## src/mars_consts.vh

```
// Purpose: constants for the motor auto restart sequencer
// Assumes: 50 MHz system clock, 32-bit plain register port
// Notes: offsets are byte addresses, one aligned word each
// Operation
// - auto restart enable allows automatic restarts
// - enabled hand-off-auto switch overrides enable
// - attempt counter counts automatic restarts, readable
// - stop key or switch off-on clears lockout
// - total starts cleared only by factory defaults
// - attempt limit reached enters lockout
// - attempt limit unless per-cause override enabled
// - run for clear delay zeroes attempt counter
// - progressive step added from second attempt
// - progressive addition cleared after clear delay run
// - wait restart delay before automatic restart
// - manual start skips the restart delay
// - no restart while any alarm active
// - per-cause override supplies delay and attempts
// - remaining wait shown as minutes and seconds
// - remaining zero while restarts are inhibited
// - power failure adds staggered offset delay
// - hold setting refuses manual starts during delay
// - overload setting allows exactly one restart
`ifndef MARS_CONSTS_VH
`define MARS_CONSTS_VH

// ****************************************************************
// timing
// ****************************************************************
`define MARS_CLK_HZ 50000000
`define MARS_TICK_S 1
`define MARS_SEC_PER_MIN 18'h0_003C
`define MARS_SEC_LAST 6'h3B

// ****************************************************************
// register offsets
// ****************************************************************
`define MARS_A_CTRL 8'h00
`define MARS_A_MAX 8'h04
`define MARS_A_CLR 8'h08
`define MARS_A_STEP 8'h0C
`define MARS_A_DLY 8'h10
`define MARS_A_STAG 8'h14
`define MARS_A_STAT 8'h18
`define MARS_A_ATT 8'h1C
`define MARS_A_TOT 8'h20
`define MARS_A_REM 8'h24

// ****************************************************************
// control fields and reset values
// ****************************************************************
`define MARS_B_AUTO 0
`define MARS_B_HOAEN 1
`define MARS_B_HOLD 2
`define MARS_B_OVLD 3
`define MARS_B_FACT 8
`define MARS_R_CTRL 4'h1
`define MARS_R_MAX 8'h03
`define MARS_R_CLR 10'h03C
`define MARS_R_STEP 10'h000
`define MARS_R_DLY 10'h01E
`define MARS_R_STAG 10'h000

// ****************************************************************
// pin vector positions
// ****************************************************************
`define MARS_P_STOP 0
`define MARS_P_START 1
`define MARS_P_ALARM 2
`define MARS_P_TELEM 3
`define MARS_P_OFF 4
`define MARS_P_AUTO 5
`define MARS_P_HAND 6
`define MARS_P_TRIP 7
`define MARS_P_PWR 8
`define MARS_P_OVLD 9
`define MARS_NPINS 10

`endif

```

## src/mars_restart_seq.v

```verilog
// Purpose: decide whether and when a tripped motor restarts
// Assumes: operator and drive pins are asynchronous
// Notes: override settings arrive from same-clock logic
`timescale 1ns/1ps
`include "mars_consts.vh"

module mars_restart_seq #(
	parameter integer TICK_CYCLES = `MARS_CLK_HZ * `MARS_TICK_S
) (
	// clock and reset
	input wire sys_clk_i,
	input wire resetn_i,
	// register port
	input wire [7:0] addr_i,
	input wire [31:0] wr_data_i,
	input wire wr_i,
	input wire rd_i,
	output reg [31:0] rd_data_o,
	// operator and drive pins
	input wire stop_key_i,
	input wire start_key_i,
	input wire alarm_i,
	input wire telem_stop_i,
	input wire hoa_off_i,
	input wire hoa_auto_i,
	input wire hoa_hand_i,
	input wire trip_i,
	input wire power_fail_i,
	input wire overload_i,
	// per cause overrides for the pending cause
	input wire ovr_en_i,
	input wire [9:0] ovr_delay_i,
	input wire [7:0] ovr_max_i,
	// drive outputs
	output reg run_cmd_o,
	output reg lockout_o,
	output reg pending_o,
	output reg [11:0] remain_min_o,
	output reg [5:0] remain_sec_o
);

	localparam [3:0] ST_IDLE = 4'b0001;
	localparam [3:0] ST_WAIT = 4'b0010;
	localparam [3:0] ST_RUN = 4'b0100;
	localparam [3:0] ST_LOCK = 4'b1000;

	reg [`MARS_NPINS-1:0] meta_q;
	reg [`MARS_NPINS-1:0] pin_q;
	reg [`MARS_NPINS-1:0] prev_q;
	reg [3:0] ctrl_q;
	reg [7:0] max_q;
	reg [9:0] clr_q;
	reg [9:0] step_q;
	reg [9:0] dly_q;
	reg [9:0] stag_q;
	reg [3:0] state_q;
	reg [3:0] state_d;
	reg [7:0] att_q;
	reg [15:0] tot_q;
	reg [11:0] acc_q;
	reg [17:0] run_s_q;
	reg stop_blk_q;
	reg seen_off_q;
	reg fact_q;
	reg [31:0] rd_d;
	wire tick;
	wire stop_pe;
	wire start_pe;
	wire trip_pe;
	wire auto_ok;
	wire inhibit;
	wire start_ok;
	wire rem_zero;
	wire [7:0] lim;
	wire [11:0] dly_min;
	wire [17:0] clr_s;
	wire hoa_en;

	// ****************************************************************
	// timebase
	// ****************************************************************
	mars_sec_tick #(
		.TICK_CYCLES(TICK_CYCLES)
	) u_tick (
		.sys_clk_i(sys_clk_i),
		.resetn_i(resetn_i),
		.tick_o(tick)
	);

	// ****************************************************************
	// pin synchronisers
	// ****************************************************************
	// two flops, then a third stage only for edge detection
	always @(posedge sys_clk_i or negedge resetn_i) begin
		if (!resetn_i) begin
			meta_q <= {`MARS_NPINS{1'b0}};
			pin_q <= {`MARS_NPINS{1'b0}};
			prev_q <= {`MARS_NPINS{1'b0}};
		end else begin
			meta_q <= {overload_i, power_fail_i, trip_i, hoa_hand_i,
				hoa_auto_i, hoa_off_i, telem_stop_i, alarm_i,
				start_key_i, stop_key_i};
			pin_q <= meta_q;
			prev_q <= pin_q;
		end
	end

	assign stop_pe = pin_q[`MARS_P_STOP] & ~prev_q[`MARS_P_STOP];
	assign start_pe = pin_q[`MARS_P_START] & ~prev_q[`MARS_P_START];
	assign trip_pe = pin_q[`MARS_P_TRIP] & ~prev_q[`MARS_P_TRIP];
	assign hoa_en = ctrl_q[`MARS_B_HOAEN];

	// ****************************************************************
	// restart decisions
	// ****************************************************************
	// switch wins
	assign auto_ok = hoa_en ? pin_q[`MARS_P_AUTO] : ctrl_q[`MARS_B_AUTO];

	assign inhibit = pin_q[`MARS_P_ALARM] | stop_blk_q |
		pin_q[`MARS_P_TELEM] | ~auto_ok;

	assign lim = ovr_en_i ? ovr_max_i :
		(pin_q[`MARS_P_OVLD] & ctrl_q[`MARS_B_OVLD]) ? 8'h01 : max_q;

	assign dly_min = {2'b00, (ovr_en_i ? ovr_delay_i : dly_q)} + acc_q +
		(pin_q[`MARS_P_PWR] ? {2'b00, stag_q} : 12'h000);

	assign clr_s = {8'h00, clr_q} * `MARS_SEC_PER_MIN;

	assign start_ok = start_pe & ~pin_q[`MARS_P_ALARM] &
		~pin_q[`MARS_P_TELEM] & ~(hoa_en & pin_q[`MARS_P_OFF]) &
		~(state_q[1] & ctrl_q[`MARS_B_HOLD]);

	assign rem_zero = (remain_min_o == 12'h000) &
		(remain_sec_o == 6'h00);

	// ****************************************************************
	// next state
	// ****************************************************************
	always @* begin
		state_d = state_q;
		case (state_q)
			ST_IDLE: begin
				if (start_ok) begin
					state_d = ST_RUN;
				end
			end
			ST_WAIT: begin
				if (stop_pe | inhibit) begin
					state_d = ST_IDLE;
				end else if (start_ok) begin
					state_d = ST_RUN;
				end else if (tick & rem_zero) begin
					state_d = ST_RUN;
				end
			end
			ST_RUN: begin
				if (stop_pe | pin_q[`MARS_P_TELEM]) begin
					state_d = ST_IDLE;
				end else if (hoa_en & pin_q[`MARS_P_OFF]) begin
					state_d = ST_IDLE;
				end else if (trip_pe) begin
					if (att_q >= lim) begin
						state_d = ST_LOCK;
					end else if (!inhibit) begin
						state_d = ST_WAIT;
					end else begin
						state_d = ST_IDLE;
					end
				end
			end
			ST_LOCK: begin
				if (stop_pe) begin
					state_d = ST_IDLE;
				end else if (seen_off_q & (pin_q[`MARS_P_AUTO] |
					pin_q[`MARS_P_HAND])) begin
					state_d = ST_IDLE;
				end
			end
			default: begin
				state_d = ST_IDLE;
			end
		endcase
	end

	// ****************************************************************
	// sequencer registers
	// ****************************************************************
	always @(posedge sys_clk_i or negedge resetn_i) begin
		if (!resetn_i) begin
			state_q <= ST_IDLE;
			att_q <= 8'h00;
			tot_q <= 16'h0000;
			acc_q <= 12'h000;
			run_s_q <= 18'h0_0000;
			stop_blk_q <= 1'b0;
			seen_off_q <= 1'b0;
			remain_min_o <= 12'h000;
			remain_sec_o <= 6'h00;
			run_cmd_o <= 1'b0;
			lockout_o <= 1'b0;
			pending_o <= 1'b0;
		end else begin
			state_q <= state_d;
			run_cmd_o <= state_d[2];
			lockout_o <= state_d[3];
			pending_o <= state_d[1];
			// stop key blocks restarts until a manual start
			if (stop_pe) begin
				stop_blk_q <= 1'b1;
			end else if (state_d[2] & ~state_q[2]) begin
				stop_blk_q <= 1'b0;
			end
			// only an off seen during this lockout lets the switch clear it
			if (!state_q[3]) begin
				seen_off_q <= 1'b0;
			end else if (hoa_en & pin_q[`MARS_P_OFF]) begin
				seen_off_q <= 1'b1;
			end
			if (fact_q) begin
				tot_q <= 16'h0000;
			end else if (state_d[2] & ~state_q[2]) begin
				tot_q <= tot_q + 16'h0001;
			end
			if (state_q[2] & state_d[1]) begin
				remain_min_o <= dly_min;
				remain_sec_o <= 6'h00;
			end else if (!state_d[1]) begin
				remain_min_o <= 12'h000;
				remain_sec_o <= 6'h00;
			end else if (tick & ~rem_zero) begin
				if (remain_sec_o == 6'h00) begin
					remain_min_o <= remain_min_o - 12'h001;
					remain_sec_o <= `MARS_SEC_LAST;
				end else begin
					remain_sec_o <= remain_sec_o - 6'h01;
				end
			end
			// run time resets each start, saturates at the clear mark
			if (!state_q[2]) begin
				run_s_q <= 18'h0_0000;
			end else if (tick & (run_s_q < clr_s)) begin
				run_s_q <= run_s_q + 18'h0_0001;
			end
			if (state_q[1] & state_d[2] & tick & rem_zero) begin
				att_q <= att_q + 8'h01;
				acc_q <= acc_q + {2'b00, step_q};
			end else if (state_q[3] & ~state_d[3]) begin
				att_q <= 8'h00;
				acc_q <= 12'h000;
			end else if (state_q[2] & (run_s_q >= clr_s)) begin
				att_q <= 8'h00;
				acc_q <= 12'h000;
			end
		end
	end

	// ****************************************************************
	// register writes
	// ****************************************************************
	// factory defaults reload every setting and the total count
	always @(posedge sys_clk_i or negedge resetn_i) begin
		if (!resetn_i) begin
			ctrl_q <= `MARS_R_CTRL;
			max_q <= `MARS_R_MAX;
			clr_q <= `MARS_R_CLR;
			step_q <= `MARS_R_STEP;
			dly_q <= `MARS_R_DLY;
			stag_q <= `MARS_R_STAG;
			fact_q <= 1'b0;
		end else begin
			fact_q <= wr_i & (addr_i == `MARS_A_CTRL) &
				wr_data_i[`MARS_B_FACT];
			if (fact_q) begin
				ctrl_q <= `MARS_R_CTRL;
				max_q <= `MARS_R_MAX;
				clr_q <= `MARS_R_CLR;
				step_q <= `MARS_R_STEP;
				dly_q <= `MARS_R_DLY;
				stag_q <= `MARS_R_STAG;
			end else if (wr_i) begin
				case (addr_i)
					`MARS_A_CTRL: begin
						ctrl_q <= wr_data_i[3:0];
					end
					`MARS_A_MAX: begin
						max_q <= wr_data_i[7:0];
					end
					`MARS_A_CLR: begin
						clr_q <= wr_data_i[9:0];
					end
					`MARS_A_STEP: begin
						step_q <= wr_data_i[9:0];
					end
					`MARS_A_DLY: begin
						dly_q <= wr_data_i[9:0];
					end
					`MARS_A_STAG: begin
						stag_q <= wr_data_i[9:0];
					end
					default: begin
						ctrl_q <= ctrl_q;
					end
				endcase
			end
		end
	end

	// ****************************************************************
	// register reads
	// ****************************************************************
	// unmapped offsets read as zero
	always @* begin
		rd_d = 32'h0000_0000;
		case (addr_i)
			`MARS_A_CTRL: rd_d = {28'h000_0000, ctrl_q};
			`MARS_A_MAX: rd_d = {24'h00_0000, max_q};
			`MARS_A_CLR: rd_d = {22'h00_0000, clr_q};
			`MARS_A_STEP: rd_d = {22'h00_0000, step_q};
			`MARS_A_DLY: rd_d = {22'h00_0000, dly_q};
			`MARS_A_STAG: rd_d = {22'h00_0000, stag_q};
			`MARS_A_STAT: rd_d = {24'h00_0000, stop_blk_q,
				pin_q[`MARS_P_ALARM], 2'b00, state_q};
			`MARS_A_ATT: rd_d = {24'h00_0000, att_q};
			`MARS_A_TOT: rd_d = {16'h0000, tot_q};
			`MARS_A_REM: rd_d = {12'h000, remain_min_o, 2'b00,
				remain_sec_o};
			default: rd_d = 32'h0000_0000;
		endcase
	end

	// data stand only in the cycle after the strobe
	always @(posedge sys_clk_i or negedge resetn_i) begin
		if (!resetn_i) begin
			rd_data_o <= 32'h0000_0000;
		end else begin
			rd_data_o <= rd_i ? rd_d : 32'h0000_0000;
		end
	end

endmodule // mars_restart_seq

```

## src/mars_sec_tick.v

```verilog
// Purpose: one second tick from the system clock
// Assumes: count shortened by parameter in simulation
// Notes: tick is a single cycle pulse
`timescale 1ns/1ps
`include "mars_consts.vh"

module mars_sec_tick #(
	parameter integer TICK_CYCLES = `MARS_CLK_HZ * `MARS_TICK_S
) (
	// clock and reset
	input wire sys_clk_i,
	input wire resetn_i,
	// tick
	output reg tick_o
);

	reg [31:0] cnt_q;

	// ****************************************************************
	// divider
	// ****************************************************************
	// second tick
	always @(posedge sys_clk_i or negedge resetn_i) begin
		if (!resetn_i) begin
			cnt_q <= 32'h0000_0000;
			tick_o <= 1'b0;
		end else if (cnt_q >= TICK_CYCLES - 1) begin
			cnt_q <= 32'h0000_0000;
			tick_o <= 1'b1;
		end else begin
			cnt_q <= cnt_q + 32'h0000_0001;
			tick_o <= 1'b0;
		end
	end

endmodule // mars_sec_tick

```

## config.mk

```make
export PLATFORM = sky130hd
export DESIGN_NAME = mars_restart_seq
export DESIGN_NICKNAME = d
export VERILOG_FILES = /design/src/mars_restart_seq.v /design/src/mars_sec_tick.v
export VERILOG_INCLUDE_DIRS = /design/src
export SDC_FILE = /design/constraint.sdc
export NUM_CORES = 1
export LEC_CHECK = 0
export ABC_CLOCK_PERIOD_IN_PS = 13300
export BUFFER_PORTS_ARGS = -buffer_cell sky130_fd_sc_hd__buf_4
export CAP_MARGIN = 20
export CORE_AREA = 2 2 141 171
export DETAILED_ROUTE_END_ITERATION = 8
export DIE_AREA = 0 0 143 173
export PLACE_DENSITY = 0.74
export SKIP_CTS_REPAIR_TIMING = 1
export SYNTH_ARGS = -nofsm -noshare
export SYNTH_HDL_FRONTEND = slang
export SYNTH_SLANG_ARGS = --single-unit
```

## constraint.sdc

```tcl
create_clock -name sys_clk_i -period 13.3 [get_ports sys_clk_i]
set_input_delay 0.665 -clock sys_clk_i [delete_from_list [all_inputs] [get_ports sys_clk_i]]
set_output_delay 0.665 -clock sys_clk_i [all_outputs]
set_load 0.02 [all_outputs]
```

==> impl_metrics.toml <==
[clocking]
clock_latency_ns = 0.52
cts.sink_count = 207
cts_tree = "done"
clockBufferDepth = 3
cts_buffers = 23
clock-root-buffer = "clkbuf_16"
htreeDepth = 1
cts.reportedPaths.clkPinSlew_ns = 0.06

[final_layout]
fin_nets = 1579
fill_cells = 1920
diodes = 0
drive_above_1_share_pct = 12.4
fin_area_um2 = 14200
area_growth_pct = 13.8

[detailed_routing]
num_vias = 10500
first_iter_violations = 910
detail-route-antenna-nets = 0
drt_pass1_iterations = 5
wl_per_cell_um = 19.3
drc_errors = 0
wl_mm = 33.6
via_per_inst = 6.05

[hold_path]
hp-class = "in -> async"

[timing]
finalCritPeriodShare_pct = 43.8
hold_violations = 0
max_freq_ghz = 0.172
fin_ws_ns = 7.48
period_needed_ns = 5.82
setup_violations = 0
report.final.slew_viol_count = 0
fin_skew_ns = 0.0129
grt_setup_unrepaired = "false"
setup_tns_ns = 0
tightest_slew_ns = 1.07
slew_headroom_pct = 28.1
hold_ws_ns = 0.202

[floorplanning]
ios = 126
start_util_pct = 54.5
rows = 61
die_w_um = 143
coreArea_um2 = 23000
die_area_um2 = 24700
dieHeight_um = 173

[logic_synthesis]
syn_area_um2 = 12500
ys_warn_count = 0
ys_types = 76
yosys-top-cells-count = "195 x dfrtp_1, 143 x nand2_1, 106 x nor2_1"
synth-main-ff-cell = "dfrtp_1"
yosysMostFrequentCell = "dfrtp_1"
syn_inst = 1337
seq_area_frac_synth_pct = 41.5
synthArstFlopShare_pct = 100
avgSynthCellArea_um2 = 9.36
synth_largest_area_cell = "dfrtp_1"
ys_seq_elements = 207
synth_top_area_share_pct = 39.0
synth_edf_count = 0
yosys-top-cells-area = "dfrtp_1 39%, ha_1 6.6%, fa_1 4.6%"

[critical_path]
critPathLaunchType = "flip-flop"
crit_chain = "inv_1 > fa_1 > fa_1 > inv_1 > ha_1 > o21ai_0 > o21ai_0 > nand2b_1 > a211oi_1 > o41ai_1 > xor2_1 > ha_1 > a2111o_1 > nor4_1 > a21o_1 > and2_1 > mux2_2"
r2r_slack_ns = 7.48
crit_arrival_ns = 6.27
crit_family = "compound AO/OA/AOI/OAI gates"
cp-end-kind = "flip-flop"
slowest_stage = "dfstp_2"
required_ns = 13.75
worst-path-buf-inv = 2
cpPeakStageDelay_ns = 0.61
crit_type = "reg -> reg"
cp_max_fo = 12

[global_routing]
grt_pass1_vias = 10200
gr-total-overflow = 0
grt_start_max_net_pins = 95
grt_pass1_wl_mm = 54.5
grt_antenna_before_repair = 0
grtUsageTotal_pct = 27.6

[status]
status = "finished, final reports clean"

[placement]
dp_hpwl_mm = 24.3
post-place-ws_ns = 7.57
portBuffers = 91
place_area_um2 = 13400
gp_congestion = 0.940

[run]
drv_cap = 0

[power]
total_power_mw = 1.61
power_density_nw_per_um2 = 113
vdd_drop_max_v = 0.0000794
power.leakage_nw = 6.48
## sequential cells by signal (all words and copies together), names as in the netlist, 3 cells and up
signal	flops
u_tick.cnt_q	32
rd_data_o	20
run_s_q	18
tot_q	16
acc_q	12
remain_min_o	12
clr_q	10
dly_q	10
meta_q	10
pin_q	10
stag_q	10
step_q	10
att_q	8
max_q	8
remain_sec_o	6
ctrl_q	4
state_q	4
prev_q	3
## layout make-up
type,count,area (µm²),area share (%)
Sequential cell,207,5200,36.5
Inverter,58,218,1.53
Clock inverter,7,110,0.773
Tap cell,315,394,2.77
Multi-Input combinational cell,1018,6840,48.1
Timing Repair Buffer,103,783,5.50
Clock buffer,34,697,4.89
## logic make-up after synthesis
| kind of cell | synth area share, % |
|---|---|
| other | 0.0300 |
| XOR/XNOR | 3.71 |
| adder cells (fa/ha/maj) | 11.2 |
| AO/OA/AOI/OAI | 15.0 |
| flip-flops | 41.5 |
| AND/OR/NAND/NOR | 21.6 |
| buffers and inverters | 4.36 |
| multiplexers | 2.51 |
## per-layer routing
| metal | track usage [%] | vias to the layer above | wire length (µm) |
|---|---|---|---|
| li1 | - | 4922 | - |
| met1 | 38.8 | 5132 | 14300 |
| met2 | 43.2 | 420 | 15500 |
| met3 | 5.82 | 67 | 2890 |
| met4 | 8.00 | 0 | 979 |
| met5 | 0 | - | 0 |
## layout by cell type, fill, tap and decap left out, types with 15 or more instances in the layout
cell type and instances:
nor2_1 106, clkbuf_16 23, nand3_1 98, nor3_1 19, mux2i_1 19, fa_1 29, a22oi_1 24, and3_1 19
xor2_1 30, inv_1 58, and2_1 17, nand2b_1 16, o21ai_0 37, a21oi_1 103, or4_1 16, a22o_1 15
conb_1 18, buf_4 101, ha_1 66, nand2_1 143, or3_1 19, dfrtp_1 194, xnor2_1 23
## worst paths after layout
path | end | start | depth (start not counted)
max in group asynchronous | fact_q | resetn_i | 2
setup / recovery | att_q[0] | clr_q[3] | 17
hold / removal | run_s_q[1] | resetn_i | 1
min in group sys_clk_i | meta_q[4] | hoa_off_i | 1
setup reg to reg | att_q[0] | clr_q[3] | 17
hold reg to reg | pin_q[0] | meta_q[0] | 0
## power breakdown
| part | switching, mW | internal [mW] |
|---|---|---|
| combinational | 0.148 | 0.0994 |
| clock | 0.263 | 0.419 |
| sequential | 0.0293 | 0.654 |
## metrics by stage
| stage | cells | util [%] |
|---|---|---|
| final | 1742 | 62.0 |
| after CTS | 1741 | 61.9 |
| after global placement | 1700 | 58.4 |
| after detailed placement | 1700 | 58.4 |
| after floorplan | 1354 | - |
| after global routing | 1742 | 62.0 |
No activity file was read; power rests on OpenSTA's default activity.
